[config.mk]
export PLATFORM = sky130hd
export DESIGN_NAME = hia_top
export DESIGN_NICKNAME = d
export VERILOG_FILES = /design/src/rtl/hia_pkg.sv /design/src/rtl/hia_flag_cell.sv /design/src/rtl/hia_top.sv
export SDC_FILE = /design/constraint.sdc
export NUM_CORES = 1
export LEC_CHECK = 0
export BUFFER_PORTS_ARGS = -buffer_cell sky130_fd_sc_hd__buf_2
export CORE_MARGIN = 2
export CORE_UTILIZATION = 30
export DETAILED_ROUTE_END_ITERATION = 12
export SLEW_MARGIN = 0
export SYNTH_ARGS = -nofsm -noshare
export SYNTH_HDL_FRONTEND = slang
export SYNTH_HIERARCHICAL = 1
export SYNTH_SLANG_ARGS = --single-unit
[constraint.sdc]
create_clock -name clk -period 2.8 [get_ports clk]
set_input_delay 0.14 -clock clk [delete_from_list [all_inputs] [get_ports clk]]
set_output_delay 0.14 -clock clk [all_outputs]
set_load 0.02 [all_outputs]
[src/rtl/hia_pkg.sv]
// Package of constants and carrier types for the host interrupt aggregator
package hia_pkg;

    // Register offsets on the host register port
    localparam logic [7:0] HIA_OFS_MASK0   = 8'h30;
    localparam logic [7:0] HIA_OFS_MASK1   = 8'h31;
    localparam logic [7:0] HIA_OFS_VIEW0   = 8'h40;
    localparam logic [7:0] HIA_OFS_VIEW1   = 8'h41;
    localparam logic [7:0] HIA_OFS_LPCOPY  = 8'h42;
    localparam logic [7:0] HIA_OFS_CLR0    = 8'h43;
    localparam logic [7:0] HIA_OFS_CLR1    = 8'h44;

    // Bit positions, group 0
    localparam int HIA_BIT_ALARM    = 4;
    localparam int HIA_BIT_OSCFAIL  = 3;
    localparam int HIA_BIT_PINMATCH = 0;
    // Bit positions, group 1
    localparam int HIA_BIT_INITDONE = 4;
    localparam int HIA_BIT_T1WRAP   = 3;
    localparam int HIA_BIT_T0WRAP   = 2;

    // Implemented flag bits per group
    localparam logic [7:0] HIA_G0_BITS     = 8'h19;
    localparam logic [7:0] HIA_G1_BITS     = 8'h1c;
    // Clock flags held while their low power copy is set
    localparam logic [7:0] HIA_RTC_BITS    = 8'h18;

    // Values after reset
    localparam logic [7:0] HIA_PEND0_RST   = 8'h00;
    localparam logic [7:0] HIA_PEND1_RST   = 8'h04;
    localparam logic [7:0] HIA_MASK0_RST   = 8'h31;
    localparam logic [7:0] HIA_MASK1_RST   = 8'h1c;
    localparam logic [7:0] HIA_LPCOPY_RST  = 8'h00;

    // Mask 0 and mask 1 storage bits, mask 0 fixed read-as-one bits
    localparam logic [7:0] HIA_MASK0_RW    = 8'h39;
    localparam logic [7:0] HIA_MASK0_ONES  = 8'hc6;
    localparam logic [7:0] HIA_MASK1_RW    = 8'h1c;

    // Host register access, one request per cycle
    typedef struct packed {
        logic       rd;
        logic       wr;
        logic [7:0] addr;
        logic [7:0] wdata;
    } hia_reg_req_t;

    // Event pulses from the device core, one cycle each
    typedef struct packed {
        logic clock_alarm;
        logic osc_failure;
        logic pin_match;
        logic timer1_wrap;
        logic clock_capture;
        logic timer0_wrap;
    } hia_events_t;

endpackage

[src/rtl/hia_flag_cell.sv]
// One sticky pending flag with set-over-clear priority
`timescale 1ns/100ps
module hia_flag_cell #(
    parameter logic RESET_VAL = 1'b0
) (
    input  wire logic clk,
    input  wire logic rst_n,
    input  wire logic set,
    input  wire logic clr,
    output logic      flag
);

    logic flag_ff;
    logic nxt_flag;

    // Set wins so an event landing on a clearing read survives
    assign nxt_flag = set | (flag_ff & ~clr);

    // Flag storage
    always_ff @(posedge clk or negedge rst_n)
    begin
        if (!rst_n)
            flag_ff <= RESET_VAL;
        else
            flag_ff <= nxt_flag;
    end

    assign flag = flag_ff;

endmodule

[src/rtl/hia_top.sv]
// Host interrupt aggregator: pending, mask, mirror and low power copy registers
//
// Behaviour
// - Event sets pending flag, enabled drives alert low
// - Alert held while any enabled flag pending
// - Clearing read returns flags then clears them
// - Cleared enable bit removes source from alert
// - Enabled clock events copied; copy blocks clear
// - Mirror registers read flags without clearing
// - Clock alarm sets group 0 bit 4
// - Oscillator failure sets group 0 bit 3
// - Pin match sets group 0 bit 0
// - Initialisation done sets group 1 bit 4
// - Timer 1 wrap or capture sets bit 3
// - Timer 0 wrap sets group 1 bit 2
// - Mask registers at 0x30 and 0x31
// - Mirror registers at 0x40 and 0x41
`timescale 1ns/100ps
module hia_top (
    input  wire logic                  clk,
    input  wire logic                  rst_n,
    input  wire hia_pkg::hia_reg_req_t reg_req,
    input  wire hia_pkg::hia_events_t  events,
    input  wire logic                  init_done,
    output logic [7:0]                 rdata,
    output logic                       alert_n
);
    import hia_pkg::*;

    logic [7:0] pend0;
    logic [7:0] pend1;
    logic [7:0] mask0_ff;
    logic [7:0] mask1_ff;
    logic [7:0] lpcopy_ff;
    logic [7:0] rdata_ff;
    logic       alert_n_ff;
    logic       init_seen_ff;

    logic [7:0] set0;
    logic [7:0] set1;
    logic [7:0] clr0;
    logic [7:0] clr1;
    logic [7:0] lp_set;
    logic [7:0] nxt_mask0;
    logic [7:0] nxt_mask1;
    logic [7:0] nxt_lpcopy;
    logic [7:0] nxt_rdata;
    logic       nxt_alert_n;
    logic       init_rise;
    logic       any_enabled;

    // Address decode
    wire rd_clr0  = reg_req.rd && (reg_req.addr == HIA_OFS_CLR0);
    wire rd_clr1  = reg_req.rd && (reg_req.addr == HIA_OFS_CLR1);
    wire rd_view0 = reg_req.rd && (reg_req.addr == HIA_OFS_VIEW0);
    wire rd_view1 = reg_req.rd && (reg_req.addr == HIA_OFS_VIEW1);
    wire wr_mask0 = reg_req.wr && (reg_req.addr == HIA_OFS_MASK0);
    wire wr_mask1 = reg_req.wr && (reg_req.addr == HIA_OFS_MASK1);
    wire wr_lp    = reg_req.wr && (reg_req.addr == HIA_OFS_LPCOPY);

    // Init done is a level; only its rising edge raises the flag
    assign init_rise = init_done & ~init_seen_ff;

    // Event routing onto flag positions
    assign set0 = (8'(events.clock_alarm) << HIA_BIT_ALARM)
                | (8'(events.osc_failure) << HIA_BIT_OSCFAIL)
                | (8'(events.pin_match) << HIA_BIT_PINMATCH);
    assign set1 = (8'(init_rise) << HIA_BIT_INITDONE)
                | (8'(events.timer1_wrap | events.clock_capture) << HIA_BIT_T1WRAP)
                | (8'(events.timer0_wrap) << HIA_BIT_T0WRAP);

    // Clearing reads; clock flags held while their copy is set
    assign clr0 = rd_clr0 ? ~(lpcopy_ff & HIA_RTC_BITS) : 8'h00;
    assign clr1 = rd_clr1 ? 8'hff : 8'h00;

    // Flag cells, only where a source exists; other bits read zero
    genvar gi;
    generate
        for (gi = 0; gi < 8; gi++)
        begin : g_flags
            if (HIA_G0_BITS[gi])
            begin : g_f0
                hia_flag_cell #(
                    .RESET_VAL (HIA_PEND0_RST[gi])
                ) u_f0 (
                    .clk   (clk),
                    .rst_n (rst_n),
                    .set   (set0[gi]),
                    .clr   (clr0[gi]),
                    .flag  (pend0[gi])
                );
            end
            else
            begin : g_z0
                assign pend0[gi] = 1'b0;
            end
            if (HIA_G1_BITS[gi])
            begin : g_f1
                hia_flag_cell #(
                    .RESET_VAL (HIA_PEND1_RST[gi])
                ) u_f1 (
                    .clk   (clk),
                    .rst_n (rst_n),
                    .set   (set1[gi]),
                    .clr   (clr1[gi]),
                    .flag  (pend1[gi])
                );
            end
            else
            begin : g_z1
                assign pend1[gi] = 1'b0;
            end
        end
    endgenerate

    // Low power copy: enabled clock events set, host write of zero clears
    assign lp_set     = set0 & mask0_ff & HIA_RTC_BITS;
    assign nxt_lpcopy = lp_set | (wr_lp ? (lpcopy_ff & reg_req.wdata) : lpcopy_ff);

    // Mask registers keep only their storable bits
    assign nxt_mask0 = wr_mask0 ? (reg_req.wdata & HIA_MASK0_RW) : mask0_ff;
    assign nxt_mask1 = wr_mask1 ? (reg_req.wdata & HIA_MASK1_RW) : mask1_ff;

    // Read mux; unmapped offsets read zero
    assign nxt_rdata = (rd_clr0 || rd_view0) ? pend0 :
                       (rd_clr1 || rd_view1) ? pend1 :
                       (reg_req.rd && reg_req.addr == HIA_OFS_MASK0) ? (mask0_ff | HIA_MASK0_ONES) :
                       (reg_req.rd && reg_req.addr == HIA_OFS_MASK1) ? mask1_ff :
                       (reg_req.rd && reg_req.addr == HIA_OFS_LPCOPY) ? lpcopy_ff :
                       reg_req.rd ? 8'h00 : rdata_ff;

    // Alert from enabled pending flags only
    assign any_enabled = |(pend0 & mask0_ff & HIA_G0_BITS)
                       | |(pend1 & mask1_ff & HIA_G1_BITS);
    assign nxt_alert_n = ~any_enabled;

    // Control and status registers
    always_ff @(posedge clk or negedge rst_n)
    begin
        if (!rst_n)
        begin
            mask0_ff     <= HIA_MASK0_RST;
            mask1_ff     <= HIA_MASK1_RST;
            lpcopy_ff    <= HIA_LPCOPY_RST;
            init_seen_ff <= 1'b0;
        end
        else
        begin
            mask0_ff     <= nxt_mask0;
            mask1_ff     <= nxt_mask1;
            lpcopy_ff    <= nxt_lpcopy;
            init_seen_ff <= init_done;
        end
    end

    // Output registers; read data holds until the next read
    always_ff @(posedge clk or negedge rst_n)
    begin
        if (!rst_n)
        begin
            rdata_ff   <= 8'h00;
            alert_n_ff <= 1'b1;
        end
        else
        begin
            rdata_ff   <= nxt_rdata;
            alert_n_ff <= nxt_alert_n;
        end
    end

    assign rdata   = rdata_ff;
    assign alert_n = alert_n_ff;

    // Alert follows enabled pending flags one cycle later
    a_alert_follows: assert property (@(posedge clk) disable iff (!rst_n)
        any_enabled |=> !alert_n)
        else $error("alert not asserted for enabled pending flag");

    // Masked flags alone never pull the alert
    a_mask_blocks: assert property (@(posedge clk) disable iff (!rst_n)
        !any_enabled |=> alert_n)
        else $error("alert asserted with no enabled flag pending");

    // Clearing read returns the flags held before the edge
    a_rd_returns: assert property (@(posedge clk) disable iff (!rst_n)
        rd_clr0 |=> rdata == $past(pend0))
        else $error("clearing read returned wrong flags");

    // Group 1 clearing read with no new events empties it
    a_rd_clears: assert property (@(posedge clk) disable iff (!rst_n)
        (rd_clr1 && set1 == 8'h00) |=> pend1 == 8'h00)
        else $error("group 1 flags not cleared by read");

    // Mirror reads never drop a flag
    a_mirror_keeps: assert property (@(posedge clk) disable iff (!rst_n)
        (rd_view0 || rd_view1) |=> (($past(pend0) & ~pend0) == 8'h00) && (($past(pend1) & ~pend1) == 8'h00))
        else $error("mirror read cleared a flag");

    // Clock alarm flag held by its copy across a clearing read
    a_lp_holds: assert property (@(posedge clk) disable iff (!rst_n)
        (rd_clr0 && lpcopy_ff[HIA_BIT_ALARM] && pend0[HIA_BIT_ALARM]) |=> pend0[HIA_BIT_ALARM])
        else $error("clock alarm flag cleared while copy set");

    // Enabled alarm lands in the low power copy
    a_lp_copy: assert property (@(posedge clk) disable iff (!rst_n)
        (events.clock_alarm && mask0_ff[HIA_BIT_ALARM]) |=> lpcopy_ff[HIA_BIT_ALARM])
        else $error("enabled alarm missing from low power copy");

    // Each source sets its own flag
    a_alarm_bit: assert property (@(posedge clk) disable iff (!rst_n)
        events.clock_alarm |=> pend0[4])
        else $error("alarm did not set group 0 bit 4");
    a_fail_bit: assert property (@(posedge clk) disable iff (!rst_n)
        events.osc_failure |=> pend0[3])
        else $error("oscillator failure did not set group 0 bit 3");
    a_match_bit: assert property (@(posedge clk) disable iff (!rst_n)
        events.pin_match |=> pend0[0])
        else $error("pin match did not set group 0 bit 0");
    a_init_bit: assert property (@(posedge clk) disable iff (!rst_n)
        (init_done && !$past(init_done)) |=> pend1[4])
        else $error("init done did not set group 1 bit 4");
    a_t1_bit: assert property (@(posedge clk) disable iff (!rst_n)
        (events.timer1_wrap || events.clock_capture) |=> pend1[3])
        else $error("timer 1 event did not set group 1 bit 3");

    // Timer 0 wrap survives a clearing read in the same cycle
    a_set_wins: assert property (@(posedge clk) disable iff (!rst_n)
        events.timer0_wrap |=> pend1[2] ##1 (pend1[2] || $past(rd_clr1)))
        else $error("timer 0 wrap lost");

    // Read data stands until the next read of any kind
    a_rdata_holds: assert property (@(posedge clk) disable iff (!rst_n)
        !reg_req.rd |=> $stable(rdata))
        else $error("read data changed without a read");

    // Mirror reads return the flags held before the edge
    a_view0_data: assert property (@(posedge clk) disable iff (!rst_n)
        rd_view0 |=> rdata == $past(pend0))
        else $error("group 0 mirror returned wrong flags");
    a_view1_data: assert property (@(posedge clk) disable iff (!rst_n)
        rd_view1 |=> rdata == $past(pend1))
        else $error("group 1 mirror returned wrong flags");

    // Group 1 clearing read returns its flags
    a_clr1_data: assert property (@(posedge clk) disable iff (!rst_n)
        rd_clr1 |=> rdata == $past(pend1))
        else $error("group 1 clearing read returned wrong flags");

    // Group 0 clearing read with no event and no copy empties it
    a_clr0_clears: assert property (@(posedge clk) disable iff (!rst_n)
        (rd_clr0 && set0 == 8'h00 && (lpcopy_ff & HIA_RTC_BITS) == 8'h00) |=> pend0 == 8'h00)
        else $error("group 0 flags not cleared by read");

    // Oscillator failure flag held by its copy across a clearing read
    a_fail_holds: assert property (@(posedge clk) disable iff (!rst_n)
        (rd_clr0 && lpcopy_ff[HIA_BIT_OSCFAIL] && pend0[HIA_BIT_OSCFAIL]) |=> pend0[HIA_BIT_OSCFAIL])
        else $error("oscillator failure flag cleared while copy set");

    // Enabled oscillator failure lands in the low power copy
    a_fail_copy: assert property (@(posedge clk) disable iff (!rst_n)
        (events.osc_failure && mask0_ff[HIA_BIT_OSCFAIL]) |=> lpcopy_ff[HIA_BIT_OSCFAIL])
        else $error("enabled oscillator failure missing from low power copy");

    // A masked alarm never raises its copy bit
    a_copy_masked: assert property (@(posedge clk) disable iff (!rst_n)
        (!lpcopy_ff[HIA_BIT_ALARM] && !(events.clock_alarm && mask0_ff[HIA_BIT_ALARM]))
        |=> !lpcopy_ff[HIA_BIT_ALARM])
        else $error("low power copy set without an enabled alarm");

    // Host write to the copy only clears bits when no clock event lands
    a_copy_write: assert property (@(posedge clk) disable iff (!rst_n)
        (wr_lp && !events.clock_alarm && !events.osc_failure)
        |=> lpcopy_ff == ($past(lpcopy_ff) & $past(reg_req.wdata)))
        else $error("low power copy write gave wrong value");

    // Mask 0 write keeps only its storable bits
    a_mask0_write: assert property (@(posedge clk) disable iff (!rst_n)
        wr_mask0 |=> mask0_ff == ($past(reg_req.wdata) & HIA_MASK0_RW))
        else $error("mask 0 write stored wrong value");

    // Mask 1 write keeps only bits with a source
    a_mask1_write: assert property (@(posedge clk) disable iff (!rst_n)
        wr_mask1 |=> mask1_ff == ($past(reg_req.wdata) & HIA_MASK1_RW))
        else $error("mask 1 write stored wrong value");

    // Mask 0 reads back with its fixed ones
    a_mask0_read: assert property (@(posedge clk) disable iff (!rst_n)
        (reg_req.rd && reg_req.addr == HIA_OFS_MASK0)
        |=> rdata == ($past(mask0_ff) | HIA_MASK0_ONES))
        else $error("mask 0 read returned wrong value");

    // Events racing a clearing read in either group survive
    a_race_g0: assert property (@(posedge clk) disable iff (!rst_n)
        (events.pin_match && rd_clr0) |=> pend0[HIA_BIT_PINMATCH])
        else $error("pin match lost on clearing read");
    a_race_g1: assert property (@(posedge clk) disable iff (!rst_n)
        (events.timer1_wrap && rd_clr1) |=> pend1[HIA_BIT_T1WRAP])
        else $error("timer 1 wrap lost on clearing read");

    // Clock capture shares the timer 1 flag
    a_capture_bit: assert property (@(posedge clk) disable iff (!rst_n)
        events.clock_capture |=> pend1[HIA_BIT_T1WRAP])
        else $error("clock capture did not set group 1 bit 3");

    // Init done held high raises its flag only once
    a_init_once: assert property (@(posedge clk) disable iff (!rst_n)
        (!pend1[HIA_BIT_INITDONE] && !(init_done && !$past(init_done))) |=> !pend1[HIA_BIT_INITDONE])
        else $error("init done flag raised without a rising edge");

endmodule

* Word level (Yosys, flattened, before mapping)
Index checks and enable logic that the tools add are counted.
Operators by class: reduce and logical (&&, ||, !) cells 15, $mul 0, div/mod/pow operators 0, $add $sub $neg 0, bitwise gates (word level) 33, equality and inequality tests 7, mux-type cells 9, magnitude comparators 0, shift-type cells 0
Operators by type and width (count):
- 8-bit two-way mux | 7
- 8-bit by 7-bit equality test with 1-bit output (second input constant) | 5
- 8-bit by 6-bit equality test with 1-bit output (second input constant) | 2
- 5-bit AND | 3
- 1-bit logical AND | 10
- 5-bit two-way mux | 2
- 5-bit by 4-bit bitwise OR with 5-bit output | 2
- 8-bit AND | 1
- 1-bit inverter | 8
- 1-bit bitwise OR | 8
- 5-bit by 8-bit bitwise OR with 8-bit output | 1
- 1-bit AND | 7
- 6-bit nonzero test | 1
- 3-bit OR reduction | 2
- 5-bit inverter | 1
- 5-bit by 1-bit bitwise OR with 5-bit output | 1
- 5-bit by 3-bit bitwise OR with 5-bit output | 1
- 1-bit logical OR | 2
Storage, ports and cells: bits in read-only memories 0, input bits 27, output and inout bits 9, bits in latches 0, flip-flop bits (word level) 31, memories kept 0, word-level logic and storage cells 76, bits in writable memories 0

* Longest topological paths before layout
Gate-level depths: netlist (run 1).
depth in word-level cells 7, depth in mapped cells 7

* Modules after synthesis
Netlist (run 1), hierarchy kept.
Modules (own cells, without submodules):
- hia_top | times used 1, sequential area each 634.4 µm², cells an instance 122, area each 1316.3 µm²
- hia_flag_cell at g_flags[0].g_f0.u_f0 ... | times used 5, sequential area each 25.0 µm², cells an instance 3, area each 36.3 µm²
- hia_flag_cell at g_flags[2].g_f1.u_f1 | times used 1, sequential area each 26.3 µm², cells an instance 3, area each 37.5 µm²

* Worst setup path before layout (run 1)
No wires, ideal clock.
kind input to register, from input port reg_req[10] (netlist name), to register rdata_ff[4], in the netlist rdata[4], path buffers 1, data required time 2676 ps, cell stages on the path 5, slack 1321 ps, arrival 1355 ps, cell sequence buf_6 > or4b_4 > nor4_1 > a211oi_1 > o31a_1
On the way: longest elaborated chain between the ends 7
RTL lines:
- from (decl) | line hia_top.sv:22 | input wire hia_pkg::hia_reg_req_t reg_req,
- 8-bit by 7-bit equality test with 1-bit output | line hia_top.sv:129 | (reg_req.rd && reg_req.addr == HIA_OFS_LPCOPY) ? lpcopy_ff :
- 1-bit logical AND | line hia_top.sv:129
- 8-bit two-way mux | line hia_top.sv:129
- 8-bit two-way mux | line hia_top.sv:128 | (reg_req.rd && reg_req.addr == HIA_OFS_MASK1) ? mask1_ff :
- 8-bit two-way mux | line hia_top.sv:127 | (reg_req.rd && reg_req.addr == HIA_OFS_MASK0) ? (mask0_ff | HIA_MASK0_ONES) :
- 8-bit two-way mux | line hia_top.sv:126 | (rd_clr1 || rd_view1) ? pend1 :
- 8-bit two-way mux | line hia_top.sv:125 | assign nxt_rdata = (rd_clr0 || rd_view0) ? pend0 :
- to (signal assigned) | line hia_top.sv:166 | rdata_ff <= nxt_rdata;
- to (decl) | line hia_top.sv:35 | logic [7:0] rdata_ff;
Several ways; a longest one is shown, not always the timed one. A chain may end at the register's enable or synchronous reset.

* Worst setup path after layout (run 1)
from input port reg_req[13] (netlist name), to register lpcopy_ff[4]
On the way: longest elaborated chain between the ends 4
RTL lines:
- 8-bit by 7-bit equality test with 1-bit output | line hia_top.sv:59 | wire wr_lp = reg_req.wr && (reg_req.addr == HIA_OFS_LPCOPY);
- 1-bit logical AND | line hia_top.sv:59
- 8-bit two-way mux | line hia_top.sv:118 | assign nxt_lpcopy = lp_set | (wr_lp ? (lpcopy_ff & reg_req.wdata) : lpcopy_ff);
- 5-bit by 8-bit bitwise OR with 8-bit output | line hia_top.sv:118
- named net nxt_lpcopy[4] | line hia_top.sv:46 | logic [7:0] nxt_lpcopy;
- to (signal assigned) | line hia_top.sv:151 | lpcopy_ff <= nxt_lpcopy;
- to (decl) | line hia_top.sv:34 | logic [7:0] lpcopy_ff;
The timed path passes the listed nets, and every way through them passes these cells.

==> impl.org, run 1 <==
** Outcome
- Result of the run :: finished, final reports clean

** Place
- The count of buffers added on input and output ports is 35.
- Cell Area, Placed :: ~1800 sq um
- Post-DP HPWL :: 2730 microns
- Routability-driven placement finished with a final weighted congestion of between 0.9 and 1.

** Synth
- Library cell with the largest summed area after synthesis :: dfrtp_1
- Dividing the synthesized area by the synthesized cell count gives around 11 sq um.
- Counting instances in the post-synthesis netlist gives the leading cell types as dfrtp_1, inv_1, dfstp_2, nor2_1.
- Synth top area share :: 0.375
- Post-Synthesis Net Count :: around 170
- The synthesized netlist occupies a cell area of approximately 1500 sq um.
- Flip-flop and latch count after synthesis :: 31
- Number of enable flip-flop cells after synthesis :: 0
- Synth warnings :: 6
- Synth cell types :: 48
- dfrtp_1 is the most common cell in the netlist.
- Counting every instance in the synthesized netlist gives 140.
- Of all flip-flops after synthesis, the portion carrying an async set or reset was 1.00.
- After synthesis, the cell types taking the most area are dfrtp_1, dfstp_2, mux2_2.
- Most used DFF post-synth :: dfrtp_1
- Fraction of the yosys area taken by sequential cells :: 0.512

** Global route
- Across every metal layer, demand over resource in global routing totals 0.142.
- Pin count of the biggest net entering global routing :: 32
- The number of global-route vias before repair was 1216.
- Total overflow reported by the global router :: 0
- The first global-routing pass estimated between 5000 and 6000 microns of wire.
- Number of antenna violations at the first check in global routing :: 0

** Routing
- Pre-Repair DR Iteration Count :: 4
- Antenna violation net count after detailed routing :: 0
- Summing over every cut layer, the via total after detailed routing is approximately 1300.
- Dividing the detail-routed via count by the number of cells gives 5.02.
- Aggregate routed wire length :: 3600 microns
- Number of DRC markers in iteration 0 :: 104
- DRC Markers :: 0
- Detail-routed net length per standard cell :: about 14 microns

** Finish
- Post-synthesis to final-layout area growth :: 23.1%
- Final Net Count :: between 200 and 250
- After routing the design area is 1890 sq um.
- Diodes inserted :: 0
- In the final layout, the share of cells above drive strength 1 is 0.356.
- Number of filler cells placed in the layout :: 533

** Die
- The die covers roughly 5700 sq um.
- For this configuration, the core starts out at a cell density of 0.306.
- 36 I/O pins were placed.
- Chip Width :: 75.5 microns
- The die is between 70 and 80 microns tall.
- Area of the placeable core :: 5010 sq um
- After floorplanning, the core was divided into 26 placement rows.

** Clock tree
- After clock tree synthesis, the clock-pin slew on the worst setup and hold paths is approximately 0.06 ns.
- TritonCTS built the clock tree.
- The clock passes through at most 2 buffers.
- The H-tree was split into 2 levels.
- For the worst-skew pair, the clock arrives at the later sink with an insertion delay of 0.28 ns.
- The clock net in this run drives a total of 31 sinks.
- Clock tree root buffer cell :: clkbuf_8
- Total clock buffers created by CTS :: 5
- In this run the post-CTS setup repair buffer count came out at 0.

** Min path
- Type of the most critical hold path :: input pin to flip-flop

** Power
- Net switching power :: around 0.23 mW
- Part of the power in combinational logic :: 0.111
- Proportion of total power due to net switching :: 0.238
- Sequential cell fraction of total power :: 0.504
- Relative contribution of the clock network to total power :: 0.385
- IR analysis of the VDD net gives a maximum drop of around 0.20 mV.
- Static leakage :: slightly above 0.8 nW
- Cell internal power was estimated by the tool at between 0.7 and 0.8 mW.
- Dividing total power by cell area gives a power density of ~520 nW/um^2.

** Critical path
- Crit-path max FO :: 8
- Kind of critical path :: input pin to flip-flop
- For flop-to-flop paths, the worst setup slack is approximately 1.5 ns.
- The largest individual stage delay along the critical path comes from the cell nor4b_1.
- Counting both buffers and inverters, the worst setup path holds a total of 1.
- Crit path largest cell delay :: between 0.6 and 0.7 ns
- STA puts the critical path data required time at approximately 3.0 ns.
- Kind of cell with the highest combined delay on the critical path :: simple AND/OR/NAND/NOR gates
- The worst setup path is captured at a flip-flop.
- The critical path goes through buf_2 -> nor4b_1 -> nand3_1 -> o21ai_1 -> nand2_1.
- STA classifies the critical path startpoint as an input pin.
- Worst endpoint data arrival time :: about 1.7 ns

** Job
- Across the run, the number of max-cap violations was 0.

** STA
- Hold violation total from the final report :: 0
- Transition time at the pin with the least slew margin :: 0.739 ns
- The count of pins over their slew limit is 0.
- The worst path needs around 1.5 ns of the cycle, external delays included.
- Setup tns final :: 0 ns
- Timing would allow up to between 0.6 and 0.7 GHz.
- Setup violations remaining at the end of the flow were counted as 0.
- Worst-case clock skew :: 0.00579 ns
- Setup repair after global routing left no endpoint under its margin.
- Final clock period utilization by the worst path :: 0.552
- Measured against its own limit, the worst slew margin works out to 0.500.
## sequential cells by signal, indices dropped and copies added (netlist names)
name                    count
alert_n                     1
g_flags.g_f0.u_f0/flag      3
g_flags.g_f1.u_f1/flag      3
init_seen_ff                1
lpcopy_ff                   8
mask0_ff                    4
mask1_ff                    3
rdata                       8
## layout make-up
class / instances / area (sq um) / share of cell area
clock buffer: 8 / 100 / 0.0530
inverter: 10 / 37.5 / 0.0199
multi-input combinational: 94 / 683 / 0.362
sequential: 31 / 786 / 0.416
tap: 70 / 87.6 / 0.0464
timing repair buffer: 37 / 195 / 0.103
## power by group through the flow
stage / registers, mW / logic [mW] / clock network (mW)
3_3_place_gp: 0.501 / 0.107 / 0
6_report: 0.494 / 0.108 / 0.377
2_1_floorplan: 0.505 / 0.0527 / 0
4_1_cts: 0.494 / 0.110 / 0.392
3_5_place_dp: 0.501 / 0.107 / 0
5_1_grt: 0.497 / 0.121 / 0.406
## path summary, 6_finish.rpt
kind / from / cells after the start / to
setup / recovery: reg_req[13] / 5 / lpcopy_ff[4]
hold / removal: events[0] / 2 / g_flags[2].g_f1.u_f1/flag
setup reg to reg: mask1_ff[4] / 4 / rdata[4]
hold reg to reg: lpcopy_ff[1] / 1 / lpcopy_ff[1]
max in group asynchronous: rst_n / 2 / rdata[0]
min in group asynchronous: rst_n / 2 / g_flags[3].g_f1.u_f1/flag
## per-layer routing
metal / GRT usage / up-vias / routed length (microns)
li1: - / 606 / -
met1: 0.175 / 600 / 1700
met2: 0.219 / 44 / 1670
met3: 0.0384 / 5 / 157
met4: 0.0916 / 0 / 81
met5: 0 / - / 0
## through the flow
step           utilization  setup WS, ns  hold WS (ns)  total power, mW  cells
2_1_floorplan            -          1.32        -0.156            0.558    140
3_3_place_gp         0.353         0.989         0.215            0.609    240
3_5_place_dp         0.353         0.946         0.208            0.609    240
4_1_cts              0.377          1.25        0.0352            0.996    250
5_1_grt              0.377         0.991        0.0470             1.02    250
6_report             0.377          1.25        0.0415            0.979    250
## cell usage in the layout (no fill, tap or decap), types with 3 or more instances in the layout
cell type  netlist  layout
a21o_1           6       6
a21oi_1          3       3
a221o_2          3       3
a22oi_1          4       4
buf_2            2      35
clkbuf_8         0       7
dfrtp_1         23      23
dfstp_2          8       8
inv_1            9       9
mux2_2           7       7
nand2_1          7       7
nand4_1          3       3
nor2_1           8       8
nor2b_1          4       4
nor3_1           3       3
o21a_1           6       6
o21ai_0          4       4
## logic make-up after synthesis
logic type | share of synthesized area
flip-flops | 0.512
XOR/XNOR | 0.0114
multiplexers | 0.0513
AO/OA/AOI/OAI | 0.200
buffers and inverters | 0.0432
AND/OR/NAND/NOR | 0.182
## repair_timing
item	CTS	global route
endpoints found under the hold margin	24	0
hold buffers	2	0
gates resized for setup	0	0
Note: power is estimated with default switching activity, not from simulation.
==> run 2: changes to the inputs <==
clock period = 1.5 ns   (was 2.8 ns; I/O delays follow)
==> run 2 against run 1 <==
Effect of this change: worst setup slack worse by 1.1 ns; die area stayed put; hold slack worse by 0.034 ns; routed wire length is 7.7% higher; final cell count is 8.4% higher; largest power group unchanged.
==> impl.org, run 2 (same netlist as run 1, synthesis figures left out) <==
** Routing
- The met3 wirelength from detailed routing came to 162 microns (+3.2%).
- The total detailed-routing wirelength was 3880 microns (+7.7%).
- The routed length per placed instance came to 14.3 microns (-0.68%).
- The initial detailed-routing violation count came to 54 (-48%).
- The number of nets with antenna violations after routing came to 0 (unchanged).
- The length of the first detailed-routing pass in iterations is 4 (unchanged).
- Wire length on met2 :: 1860 microns (+12%)
- Overall via count from detail_route :: 1307 (+4.1%)
- DRC Markers :: 0 (unchanged)
- The routed metal-1 wire length is 1770 microns (+4.3%).
- The average via count per standard cell was 4.82 (-3.9%).
- After detailed routing, no signal wire sits above met4.

** Critical path
- The largest fanout of any net on the critical path is 4 (-4).
- The cell that appears most often on the critical path is nor2_1.
- Among all stages on the critical path, the largest delay is contributed by or4b_1.
- Walking the worst path, the cells encountered are buf_2 -> or4b_1 -> nor2_1 -> nand4_1 -> nor2_1 -> inv_1 -> a21o_1.
- The critical path required time came to 1.67 ns (-1.30 ns).
- Crit path buffers/inverters :: 2 (+1)
- The worst setup path is of the input pin to flip-flop kind.
- On the critical path the largest part of the delay comes from simple AND/OR/NAND/NOR gates.
- Worst endpoint data arrival time :: 1.50 ns (-0.21 ns)
- In this run the worst setup path begins at reg_req[13].
- CP endpoint kind :: flip-flop
- In this run the critical register-to-register path is launched from mask1_ff[4].
- Crit path largest cell delay :: 0.58 ns (-0.09 ns)
- The worst setup path is launched from an input pin.

** Power
- Power density of the placed cells :: 911 nW/um^2 (+76%)
- Total power consumption of the routed design :: 1.88 mW (+92%)
- Sequential cell fraction of total power :: 0.494 (-0.010)
- The switching power summed over all nets is 0.455 mW (+95%).
- The internal power of the cells was 1.42 mW (+90%).
- Static leakage :: 0.925 nW (+12%)
- The proportion of power drawn by combinational gates is 0.127 (+0.016).
- The net switching fraction of the power is 0.243 (+0.00467).
- The maximum resistive drop on vdd came to 0.409 mV (+110%).
- The share of power burned in the clock network came to 0.379 (-0.006).

** Place
- The count of buffers from port buffering is 35 (unchanged).
- The area of placed instances is 1890 sq um (+6.8%).
- The global placer's final weighted congestion is 0.883 (-6.4%).
- The final HPWL from detailed placement was 2920 microns (+6.9%).
- The placed instance count is 256 (+6.7%).
- Worst slack at placement :: -0.0870 ns (-1.03 ns)

** Clock tree
- The clock transition time at the flip-flop clock pins of the worst setup and hold paths was 0.06 ns (about the same).
- Clock tree root buffer cell :: clkbuf_8
- TritonCTS clock tree :: built
- The clock net sink count came to 31 (unchanged).
- The TritonCTS buffer count is 5 (unchanged).
- Number of buffers on the longest clock path :: 2 (unchanged)
- Later-pin clock latency in the skew report :: 0.28 ns (about the same)
- The maximum level of the CTS H-tree is 2 (unchanged).

** Die
- The die height is 75.5 microns (unchanged).
- Die area :: 5710 sq um (unchanged)
- Area of the placeable core :: 5010 sq um (unchanged)
- Starting utilization of the core area :: 0.306 (unchanged)
- The boundary pin count was 36 (unchanged).
- The site row count came to 26 (unchanged).
- The overall die width is 75.5 microns (unchanged).

** STA
- Minimum setup slack in the final design :: 0.174 ns (-1.08 ns)
- The count of pins over their slew limit came to 0 (unchanged).
- Final Critical Period :: approximately 1.3 ns
- Tightest hold margin :: 0.00764 ns (-0.0338 ns)
- Final clock period utilization by the worst path :: 0.884
- Setup repair after global routing left no endpoint under its margin.
- Final setup violation count :: 0 (unchanged)
- Worst-case headroom to the max-slew limit :: 0.547 (+0.0467)
- Setup tns final :: 0 ns (unchanged)
- Derived from the worst setup path, the maximum achievable clock frequency is about 0.75 GHz.
- The setup clock skew after layout was 0.00504 ns (-0.000753 ns).
- The final number of hold-violating endpoints came to 0 (unchanged).
- The slew at the pin closest to its max-slew limit is 0.679 ns (-0.0596 ns).

** Finish
- The count of fill cells added during filler insertion was 516 (-3.2%).
- Post-synthesis to final-layout area growth :: 34.1%
- Highest-count cells in the layout ignoring fill and taps :: buf_2, dfrtp_1, buf_4
- The share of layout cells above drive strength 1 was 0.398 (+0.0425).
- The final layout net count is 227 (+10%).
- Leaving out fill and tap cells, the most frequent cell in the layout is buf_2.
- The final cell area excluding filler cells came to 2060 sq um (+9.0%).
- Non-filler instance count after layout :: 271 (+8.4%)
- Diodes inserted :: 0 (unchanged)
- The final core utilization is 0.411 (+0.0340).

** Global route
- The maximum number of pins on one net before global-route repair was 32 (unchanged).
- Global-route wire length before repair :: 6170 microns (+6.3%)
- The total grt overflow came to 0 (unchanged).
- The initial antenna violation count came to 0 (unchanged).
- The number of global-route vias before repair is 1231 (+1.2%).
- The total global-route track usage is 0.151 (+0.00836).

** Outcome
- The flow ran to the end, and the final reports show no timing, DRC or antenna violations.

** Min path
- Worst Hold Launch :: reg_req[1]
- Type of the most critical hold path :: input pin to flip-flop

** Job
- Number of max-cap violations :: 0 (unchanged)
[run 2: cell count changes in the layout (fill, tap and decap cells not counted)]
| cell | delta |
|---|---|
| buf_4 | +16 |
| dlygate4sd3_1 | +5 |
[run 2: path summary, 6_finish.rpt]
| path | endpoint | slack, ns | cells after the start |
|---|---|---|---|
| min | lpcopy_ff[1] | 0.008 | 2 |
| min reg2reg | alert_n | 0.49 | 1 |
| max in group asynchronous | rdata[5] | 0.68 | 2 |
| max reg2reg | rdata[4] | 0.19 | 4 |
| max | g_flags[4].g_f0.u_f0/flag | 0.17 | 7 |
| min in group asynchronous | init_seen_ff | 0.38 | 2 |
[run 2: worst reg2reg max path, cell delays in order, from the launching register on]
cell and delay [ns]:
dfstp_2 0.54, inv_1 0.05, a211o_1 0.28, a211oi_1 0.23, o31a_1 0.16
[run 2: cell type report]
type,count,area [sq um],area share
flip-flops and latches,31,786,0.382
multi-input cells,94,683,0.332
repair buffers,58,365,0.177
clock buffers,8,100,0.0486
well taps,70,87.6,0.0425
inverters,10,37.5,0.0182
[run 2: timing repair]
action	CTS	global route
hold buffers	6	1
hold endpoints to repair	28	1
setup buffers	0	0
gates resized for setup	0	0
[run 2: power by group through the flow]
stage               clock network [mW]  logic, mW  registers (mW)
floorplan                            0     0.0984           0.943
CTS                              0.733      0.240           0.924
detailed placement                   0      0.227           0.938
global placement                     0      0.225           0.938
finish                           0.711      0.239           0.926
global route                     0.766      0.265           0.928
[run 2: routing by layer]
metal / GRT usage / vias up
met5: 0 / -
met1: 0.201 / 630
met4: 0.0721 / 0
met2: 0.233 / 32
met3: 0.0317 / 7
li1: - / 638
